`src/mbcm_pkg.sv`:
```
// constants and carrier types of the command mailbox
package mbcm_pkg;
    localparam logic [15:0] FRAME_BASE = 16'h1f40;
    localparam logic [15:0] HANDLED_ADDR = 16'h1f54;
    localparam logic [15:0] STATUS_ADDR = 16'h1f55;
    localparam logic [15:0] DATA_LEN_ADDR = 16'h1f56;
    localparam int FRAME_WORDS = 20;
    localparam int W_CODE = 0;
    localparam int W_LEN = 1;
    localparam int W_DEST = 2;
    localparam int W_PWFLAG = 3;
    localparam int W_PW_HI = 4;
    localparam int W_PW_LO = 5;
    localparam int W_PARAM = 6;
    localparam int W_UNUSED_LO = 7;
    localparam int W_UNUSED_HI = 16;
    localparam int W_SETUP0 = 17;
    localparam int W_SETUP1 = 18;
    localparam int W_SETUP2 = 19;
    localparam int MINMAX_CLEAR_BIT = 9;
    localparam logic [15:0] CMD_RESET_MINMAX = 16'hb688;
    localparam logic [15:0] DEST_MINMAX = 16'h1401;
    localparam logic [15:0] PW_FLAG = 16'h0001;
    localparam logic [15:0] FIXED_LEN = 16'h000a;
    localparam logic [15:0] BYTES_PER_PARAM = 16'h0002;
    localparam logic [15:0] MINMAX_LEN = FIXED_LEN + BYTES_PER_PARAM;
    localparam logic [15:0] SETUP0 = 16'h1f53;
    localparam logic [15:0] SETUP1 = 16'h1f54;
    localparam logic [15:0] SETUP2 = 16'h1f55;
    localparam logic [15:0] STATUS_BUSY = 16'h0003;
    localparam logic [7:0] STATUS_DONE_HI = 8'h00;
    localparam logic [7:0] ERR_NONE = 8'h00;
    localparam logic [7:0] ERR_PASSWORD = 8'h01;
    localparam logic [7:0] ERR_ARG = 8'h0f;
    localparam logic [7:0] ERR_UNSUPPORTED = 8'h13;
    localparam logic [7:0] ERR_BUSY = 8'h9e;
    localparam logic [15:0] RST_STATUS = 16'h0000;
    localparam logic [15:0] RST_CODE = 16'h0000;
    localparam logic [15:0] RST_DATA_LEN = 16'h0000;
    localparam logic [15:0] MINMAX_DATA_LEN = 16'h0000;
    localparam int EXEC_CYCLES_DEF = 16;

    typedef enum logic [2:0] {
        MBCM_IDLE = 3'b001,
        MBCM_CHECK = 3'b010,
        MBCM_EXEC = 3'b100
    } mbcm_fsm_t;

    typedef struct packed {
        logic valid;
        logic [15:0] addr;
        logic [15:0] data;
    } mbcm_wr_t;

    typedef struct packed {
        logic valid;
        logic [15:0] addr;
    } mbcm_rd_t;

    typedef struct packed {
        mbcm_fsm_t fsm;
        logic [FRAME_WORDS-1:0][15:0] frame;
        logic [FRAME_WORDS-1:0] written;
        logic [15:0] cmd_code;
        logic refused;
        logic [15:0] refused_code;
        logic [7:0] err;
        logic [15:0] count;
        logic [15:0] handled;
        logic [15:0] status;
        logic [15:0] data_len;
        logic rd_valid;
        logic [15:0] rd_data;
        logic clear_pulse;
        logic busy;
    } mbcm_state_t;
endpackage : mbcm_pkg

```
`src/mbcm_command_mailbox.sv`:
```
// command mailbox: frame capture, checking, execution and status registers
// Function
// - word0 is the command code; 46728 selects the min/max reset.
// - word1 is parameter length in bytes, 10 plus 2 per parameter.
// - word2 is the destination; min/max reset needs 0x1401.
// - words 4 and 5 hold a four-char password, first char upper byte.
// - word6 bit 9 requests clearing of stored energy min/max values.
// - words 17 to 19 must hold 8019, 8020 and 8021.
// - status register reads 0x0003 while a command executes.
// - handled command code is reported in register 8020.
// - status low byte holds the error code on completion, zero is success.
// - wrong password or rights gives error code 1.
// - unsupported command code completes with error 19.
// - a frame arriving during execution is refused with error 158.
// - after success, returned data length sits in register 8022.
`timescale 1ns/1ps

module mbcm_command_mailbox #(
    parameter int EXEC_CYCLES = mbcm_pkg::EXEC_CYCLES_DEF
) (
    input wire logic clock,
    input wire logic srst,
    input wire mbcm_pkg::mbcm_wr_t wr_req,
    input wire mbcm_pkg::mbcm_rd_t rd_req,
    input wire logic [31:0] admin_password,
    input wire logic [31:0] operator_password,
    output logic rd_valid,
    output logic [15:0] rd_data,
    output logic energy_minmax_clear,
    output logic busy
);

    mbcm_pkg::mbcm_state_t state_reg;
    mbcm_pkg::mbcm_state_t state_next;

    localparam logic [15:0] EXEC_LAST = 16'(EXEC_CYCLES - 1);

    function automatic logic in_frame(input logic [15:0] addr);
        logic [15:0] top;
        top = mbcm_pkg::FRAME_BASE + 16'(mbcm_pkg::FRAME_WORDS);
        in_frame = (addr >= mbcm_pkg::FRAME_BASE) && (addr < top);
    endfunction : in_frame

    function automatic logic [4:0] frame_index(input logic [15:0] addr);
        logic [15:0] diff;
        diff = addr - mbcm_pkg::FRAME_BASE;
        frame_index = diff[4:0];
    endfunction : frame_index

    // one fault flag per frame word; code and password words are judged elsewhere, the parameter word is never judged
    logic [mbcm_pkg::FRAME_WORDS-1:0] word_bad;

    genvar g;
    generate
        for (g = 0; g < mbcm_pkg::FRAME_WORDS; g++) begin : g_word
            if (g == mbcm_pkg::W_LEN) begin : g_len
                assign word_bad[g] = state_reg.frame[g] != mbcm_pkg::MINMAX_LEN;
            end else if (g == mbcm_pkg::W_DEST) begin : g_dest
                assign word_bad[g] = state_reg.frame[g] != mbcm_pkg::DEST_MINMAX;
            end else if (g == mbcm_pkg::W_PWFLAG) begin : g_pwflag
                assign word_bad[g] = state_reg.frame[g] != mbcm_pkg::PW_FLAG;
            end else if ((g >= mbcm_pkg::W_UNUSED_LO) && (g <= mbcm_pkg::W_UNUSED_HI)) begin : g_unused
                // unused parameter words must be zero
                assign word_bad[g] = |state_reg.frame[g];
            end else if (g == mbcm_pkg::W_SETUP0) begin : g_setup0
                assign word_bad[g] = state_reg.frame[g] != mbcm_pkg::SETUP0;
            end else if (g == mbcm_pkg::W_SETUP1) begin : g_setup1
                assign word_bad[g] = state_reg.frame[g] != mbcm_pkg::SETUP1;
            end else if (g == mbcm_pkg::W_SETUP2) begin : g_setup2
                assign word_bad[g] = state_reg.frame[g] != mbcm_pkg::SETUP2;
            end else begin : g_free
                assign word_bad[g] = 1'b0;
            end
        end
    endgenerate

    logic [31:0] pw_given;
    logic pw_ok;
    logic code_ok;
    logic args_ok;
    logic setup_ok;
    logic [7:0] check_err;

    always_comb begin
        pw_given = {state_reg.frame[mbcm_pkg::W_PW_HI], state_reg.frame[mbcm_pkg::W_PW_LO]};
        pw_ok = (pw_given == admin_password) || (pw_given == operator_password);
        code_ok = state_reg.frame[mbcm_pkg::W_CODE] == mbcm_pkg::CMD_RESET_MINMAX;
        setup_ok = !word_bad[mbcm_pkg::W_SETUP0]
            && !word_bad[mbcm_pkg::W_SETUP1]
            && !word_bad[mbcm_pkg::W_SETUP2];
        args_ok = !word_bad[mbcm_pkg::W_LEN]
            && !word_bad[mbcm_pkg::W_DEST]
            && !word_bad[mbcm_pkg::W_PWFLAG]
            && !(|word_bad[mbcm_pkg::W_UNUSED_HI:mbcm_pkg::W_UNUSED_LO])
            && setup_ok;
        // unsupported code wins over argument faults, which win over password
        if (!code_ok) begin
            check_err = mbcm_pkg::ERR_UNSUPPORTED;
        end else if (!args_ok) begin
            check_err = mbcm_pkg::ERR_ARG;
        end else if (!pw_ok) begin
            check_err = mbcm_pkg::ERR_PASSWORD;
        end else begin
            check_err = mbcm_pkg::ERR_NONE;
        end
    end

    // code of a frame that completes while busy; the completing write may itself be word0
    logic word0_write;
    logic [15:0] code_seen;

    always_comb begin
        word0_write = wr_req.valid
            && in_frame(wr_req.addr)
            && (frame_index(wr_req.addr) == 5'(mbcm_pkg::W_CODE));
        if (word0_write) begin
            code_seen = wr_req.data;
        end else begin
            code_seen = state_reg.refused_code;
        end
    end

    logic [4:0] widx;
    logic [mbcm_pkg::FRAME_WORDS-1:0] written_upd;
    logic frame_done;
    logic is_busy;

    always_comb begin
        state_next = state_reg;
        state_next.clear_pulse = 1'b0;
        state_next.rd_valid = 1'b0;
        widx = frame_index(wr_req.addr);
        written_upd = state_reg.written;
        frame_done = 1'b0;
        is_busy = state_reg.fsm != mbcm_pkg::MBCM_IDLE;

        // frame capture; words may arrive in any order
        if (wr_req.valid && in_frame(wr_req.addr)) begin
            written_upd[widx] = 1'b1;
            frame_done = &written_upd;
            if (frame_done) begin
                state_next.written = '0;
            end else begin
                state_next.written = written_upd;
            end
            // a refused frame must not disturb the running command's copy
            if (!is_busy) begin
                state_next.frame[widx] = wr_req.data;
            end
        end

        case (state_reg.fsm)
            mbcm_pkg::MBCM_IDLE: begin
                if (frame_done) begin
                    state_next.fsm = mbcm_pkg::MBCM_CHECK;
                    state_next.status = mbcm_pkg::STATUS_BUSY;
                    state_next.busy = 1'b1;
                    state_next.refused = 1'b0;
                end
            end
            mbcm_pkg::MBCM_CHECK: begin
                state_next.cmd_code = state_reg.frame[mbcm_pkg::W_CODE];
                state_next.err = check_err;
                state_next.count = '0;
                state_next.fsm = mbcm_pkg::MBCM_EXEC;
                if (check_err == mbcm_pkg::ERR_NONE) begin
                    state_next.clear_pulse = state_reg.frame[mbcm_pkg::W_PARAM][mbcm_pkg::MINMAX_CLEAR_BIT];
                end
            end
            mbcm_pkg::MBCM_EXEC: begin
                state_next.count = state_reg.count + 16'h0001;
                if (state_reg.count >= EXEC_LAST) begin
                    state_next.fsm = mbcm_pkg::MBCM_IDLE;
                    state_next.busy = 1'b0;
                    state_next.refused = 1'b0;
                    // words taken while busy were never stored, so a frame straddling
                    // completion starts over instead of running with stale words
                    state_next.written = '0;
                    if (state_reg.refused || frame_done) begin
                        // the refused code differs, so the client restarts
                        if (frame_done) begin
                            state_next.handled = code_seen;
                        end else begin
                            state_next.handled = state_reg.refused_code;
                        end
                        state_next.status = {mbcm_pkg::STATUS_DONE_HI, mbcm_pkg::ERR_BUSY};
                    end else begin
                        state_next.handled = state_reg.cmd_code;
                        state_next.status = {mbcm_pkg::STATUS_DONE_HI, state_reg.err};
                    end
                    if (state_reg.err == mbcm_pkg::ERR_NONE) begin
                        state_next.data_len = mbcm_pkg::MINMAX_DATA_LEN;
                    end
                end
            end
            default: begin
                state_next.fsm = mbcm_pkg::MBCM_IDLE;
                state_next.busy = 1'b0;
            end
        endcase

        // frame completed while busy: remember it for the refusal report
        if (frame_done && is_busy) begin
            state_next.refused = 1'b1;
        end
        if (is_busy) begin
            state_next.refused_code = code_seen;
        end

        // register reads, one cycle latency; frame words are write-only
        if (rd_req.valid) begin
            state_next.rd_valid = 1'b1;
            if (rd_req.addr == mbcm_pkg::HANDLED_ADDR) begin
                state_next.rd_data = state_reg.handled;
            end else if (rd_req.addr == mbcm_pkg::STATUS_ADDR) begin
                state_next.rd_data = state_reg.status;
            end else if (rd_req.addr == mbcm_pkg::DATA_LEN_ADDR) begin
                state_next.rd_data = state_reg.data_len;
            end else if (in_frame(rd_req.addr)) begin
                state_next.rd_data = 16'h0000;
            end else begin
                state_next.rd_data = 16'h0000;
            end
        end
    end

    always_ff @(posedge clock) begin
        if (srst) begin
            state_reg.fsm <= mbcm_pkg::MBCM_IDLE;
            state_reg.frame <= '0;
            state_reg.written <= '0;
            state_reg.cmd_code <= mbcm_pkg::RST_CODE;
            state_reg.refused <= 1'b0;
            state_reg.refused_code <= mbcm_pkg::RST_CODE;
            state_reg.err <= mbcm_pkg::ERR_NONE;
            state_reg.count <= 16'h0000;
            state_reg.handled <= mbcm_pkg::RST_CODE;
            state_reg.status <= mbcm_pkg::RST_STATUS;
            state_reg.data_len <= mbcm_pkg::RST_DATA_LEN;
            state_reg.rd_valid <= 1'b0;
            state_reg.rd_data <= 16'h0000;
            state_reg.clear_pulse <= 1'b0;
            state_reg.busy <= 1'b0;
        end else begin
            state_reg <= state_next;
        end
    end

    assign rd_valid = state_reg.rd_valid;
    assign rd_data = state_reg.rd_data;
    assign energy_minmax_clear = state_reg.clear_pulse;
    assign busy = state_reg.busy;

endmodule : mbcm_command_mailbox

```
`config.mk`:
```
export PLATFORM = sky130hd
export DESIGN_NAME = mbcm_command_mailbox
export DESIGN_NICKNAME = d
export VERILOG_FILES = /design/src/mbcm_pkg.sv /design/src/mbcm_command_mailbox.sv
export SDC_FILE = /design/constraint.sdc
export NUM_CORES = 1
export LEC_CHECK = 0
export BUFFER_PORTS_ARGS = -buffer_cell sky130_fd_sc_hd__buf_2
export CAP_MARGIN = 15
export CORE_ASPECT_RATIO = 1.1
export CORE_MARGIN = 5
export CORE_UTILIZATION = 53
export DETAILED_ROUTE_END_ITERATION = 8
export GPL_TIMING_DRIVEN = 0
export PLACE_DENSITY = 0.72
export SLEW_MARGIN = 30
export SYNTH_ARGS = -nofsm -noshare
export SYNTH_HDL_FRONTEND = slang
export SYNTH_SLANG_ARGS = --single-unit
export TNS_END_PERCENT = 1
```
`constraint.sdc`:
```
create_clock -name clock -period 3.5 [get_ports clock]
set_clock_uncertainty 0.1 [all_clocks]
set_input_delay 0.35 -clock clock [delete_from_list [all_inputs] [get_ports clock]]
set_output_delay 0.35 -clock clock [all_outputs]
set_load 0.005 [all_outputs]
```
==> summary.md <==
| Metric | Value |
|---|---|
| Clk sinks | ~420 |
| Synth-to-Final Area Change | 15.19% |
| Area taken by multi-input logic gates | approximately 8100 um2 |
| Die Width | around 180 um |
| Post-route cell area | about 20000 um2 |
| RSZ-0062 raised after global routing | no |
| Peak VDD IR | 0.0004443 V |
| P_int | roughly 7.7 mW |
| I/O Pins | 135 |
| Post-Route WL | roughly 52 mm |
| Max Clk Rate | a little over 300 MHz |
| Placement Setup Slack | -0.09976 ns |
| Final ANT Viol Nets | 0 |
| Critical path type | flop to flop |
| Vias per cell | 5.800 |
| Share of post-route cells with drive strength above 1 | 0.1202 |
| Initial antenna violation count | 0 |
| First-pass GRT wire length | roughly 80 mm |
| Dpl cell area | between 15000 and 20000 um2 |
| DRC | 0 |
| Combinational share of power | 0.043 |
| Nets | about 2300 |
| Drt first pass iters | 5 |
| Height of the die | ~200 um |
| Synth Flop Type | dfxtp_1 |
| Worst EP required | between 3 and 4 ns |
| Initial core utilization | 0.5357 |
| Final-report hold violation count | 0 |
| Row count | 69 |
| Final WS setup | around 0.19 ns |
| Largest net degree at the start of global routing | 14 |
| Die area | 36350 um2 |
| Synthesized area | about 17000 um2 |
| Post-CTS Hold Fix Bufs | 0 |
| TritonCTS clock tree | built |
| Via count | around 15000 |
| Initial DRC count | 1553 |
| Most common cell after layout, fill and taps aside | dfxtp_1 |
| Unique masters post-synth | 60 |
| Sequential share of power | 0.488 |
| Clock power share | 0.469 |
| GPL Wtd Cong | 0.9308 |
| H-tree depth | 2 |
| Status | finished clean |
| Max reg flops | 370 |
| Post-DP HPWL | around 36 mm |
| Pwr dens | 492.8 nW/um2 |
| Period utilization | 0.9457 |
| Final Slew Violations | 0 |
| Tmin final | 3.310 ns |
| Fin util | 0.6171 |
| Clock buffer depth | 3 |
| GRT Total Usage | 0.2755 |
| Synth Instances | roughly 2000 |
| Avg WL per Cell | 19.58 um |
| Worst-path clk slew | roughly 0.060 ns |
| Psw | 2.149 mW |
| Post-synthesis sequential area ratio | 0.4873 |
| Clk_lat worst skew | 0.53 ns |
| Root Buffer | clkbuf_16 |
| Least-Margin Pin Slew | roughly 1.1 ns |
| Lkg Pwr | slightly below 7 nW |
| Core ar. | 32290 um2 |
| Slew HR | 0.2768 |
| HP Class | input pin to flop |
| Grt ovf | 0 |
| Synth warn | 0 |
| Total power | about 9.8 mW |
| Ys async rst share | 0 |
| Syn Nets | approximately 2100 |
| WP data arrival | ~3.7 ns |
| Critical path endpoint category | flop |
| Post-CTS resize count | 0 |
| Switch share | 0.2189 |
| Post-CTS Setup Bufs | 0 |
| CTS buffer count | 42 |
| Max Cap Violations | 0 |
| FF/Latch Area | roughly 8400 um2 |
| Port bufs | between 100 and 150 |
| WHS | 0.08965 ns |
| ANT cells | 0 |
| EDFF count, synth | 0 |
| Final setup fails | 0 |
| Avg Inst Size Synth | 8.580 um2 |
| FILL cells | around 2800 |
| Vias in the first global route | around 15000 |
| FF+latch count, synth | approximately 420 |
| Most frequent cells in the layout | 421 x dfxtp_1, 341 x nand2_1, 247 x nor2_1 |
| Crit path max fanout | 10 |
| Startpoint types | flop |
cell usage after synthesis, types with 11 or more instances:
| library cell | n | area share |
|---|---|---|
| dfxtp_1 | 421 | 0.49 |
| nand2_1 | 341 | 0.074 |
| nor2_1 | 247 | 0.054 |
| a21oi_1 | 233 | 0.067 |
| mux2i_1 | 166 | 0.096 |
| clkbuf_1 | 116 | 0.025 |
| nand3_1 | 70 | 0.020 |
| xnor2_1 | 64 | 0.032 |
| nor4_1 | 61 | 0.022 |
| nand4_1 | 39 | 0.014 |
| or3_1 | 23 | 0.0083 |
| buf_4 | 22 | 0.0095 |
| inv_1 | 20 | 0.0043 |
| nand2b_1 | 19 | 0.0069 |
| a32o_1 | 17 | 0.0098 |
| a22oi_1 | 14 | 0.0061 |
| buf_2 | 13 | 0.0038 |
| nor3_1 | 11 | 0.0032 |
| nor4b_1 | 11 | 0.0056 |
worst max-delay path: stages, from the launching register on:
cell and delay [ns]:
dfxtp_1 0.35, nand2b_1 0.18, or2_2 0.39, nor4_2 0.83
clkbuf_1 0.49, buf_1 0.52, nand3_1 0.18, a21oi_1 0.19
metrics by stage:
step | cells | setup TNS, ns
finish | 2647 | 0
detailed placement | 2574 | -1.215
CTS | 2647 | 0
floorplan | 2016 | 0
global placement | 2574 | -0.8883
global route | 2647 | 0
power by group through the flow:
stage	Combinational [mW]	Sequential [mW]	Clock, mW
after detailed placement	0.410	4.90	0
final	0.420	4.79	4.61
after floorplan	0.191	4.90	0
after global routing	0.439	4.79	4.85
after global placement	0.406	4.90	0
after CTS	0.412	4.79	4.63
routing by layer:
metal | track usage | vias to the layer above | part of all wire
met4 | 0.1131 | 0 | 0.039
met1 | 0.3481 | 7342 | 0.41
li1 | - | 7241 | -
met2 | 0.4675 | 633 | 0.48
met3 | 0.05097 | 137 | 0.078
met5 | 0 | - | 0
area by class of cell:
class / instances / area share
Clock buffer: 65 / 0.06518
Tap cell: 426 / 0.02675
Clock inverter: 8 / 0.005966
Timing Repair Buffer: 132 / 0.03316
Inverter: 21 / 0.003956
Sequential cell: 421 / 0.4230
Buffer: 160 / 0.03705
Multi-Input combinational cell: 1414 / 0.4049
path summary, 6_finish.rpt:
| kind | from | cells after the start | end | slack, ns |
|---|---|---|---|---|
| worst min-delay path | wr_req[9] | 3 | state_reg[249] | 0.09 |
| worst max-delay path | state_reg[465] | 7 | state_reg[400] | 0.19 |
| worst min register to register | state_reg[324] | 2 | state_reg[324] | 0.35 |
| worst max register to register | state_reg[465] | 7 | state_reg[400] | 0.19 |
logic make-up after synthesis:
family                     synth area share
AOI/OAI and AO/OA                   0.09643
adders and majority gates         0.0007233
xor gates and xnor gates            0.03241
buffers and inverters               0.04716
DFF                                  0.4873
and+or+nand+nor                      0.2360
muxes                               0.09997
No activity file was read; power rests on OpenSTA's default activity.
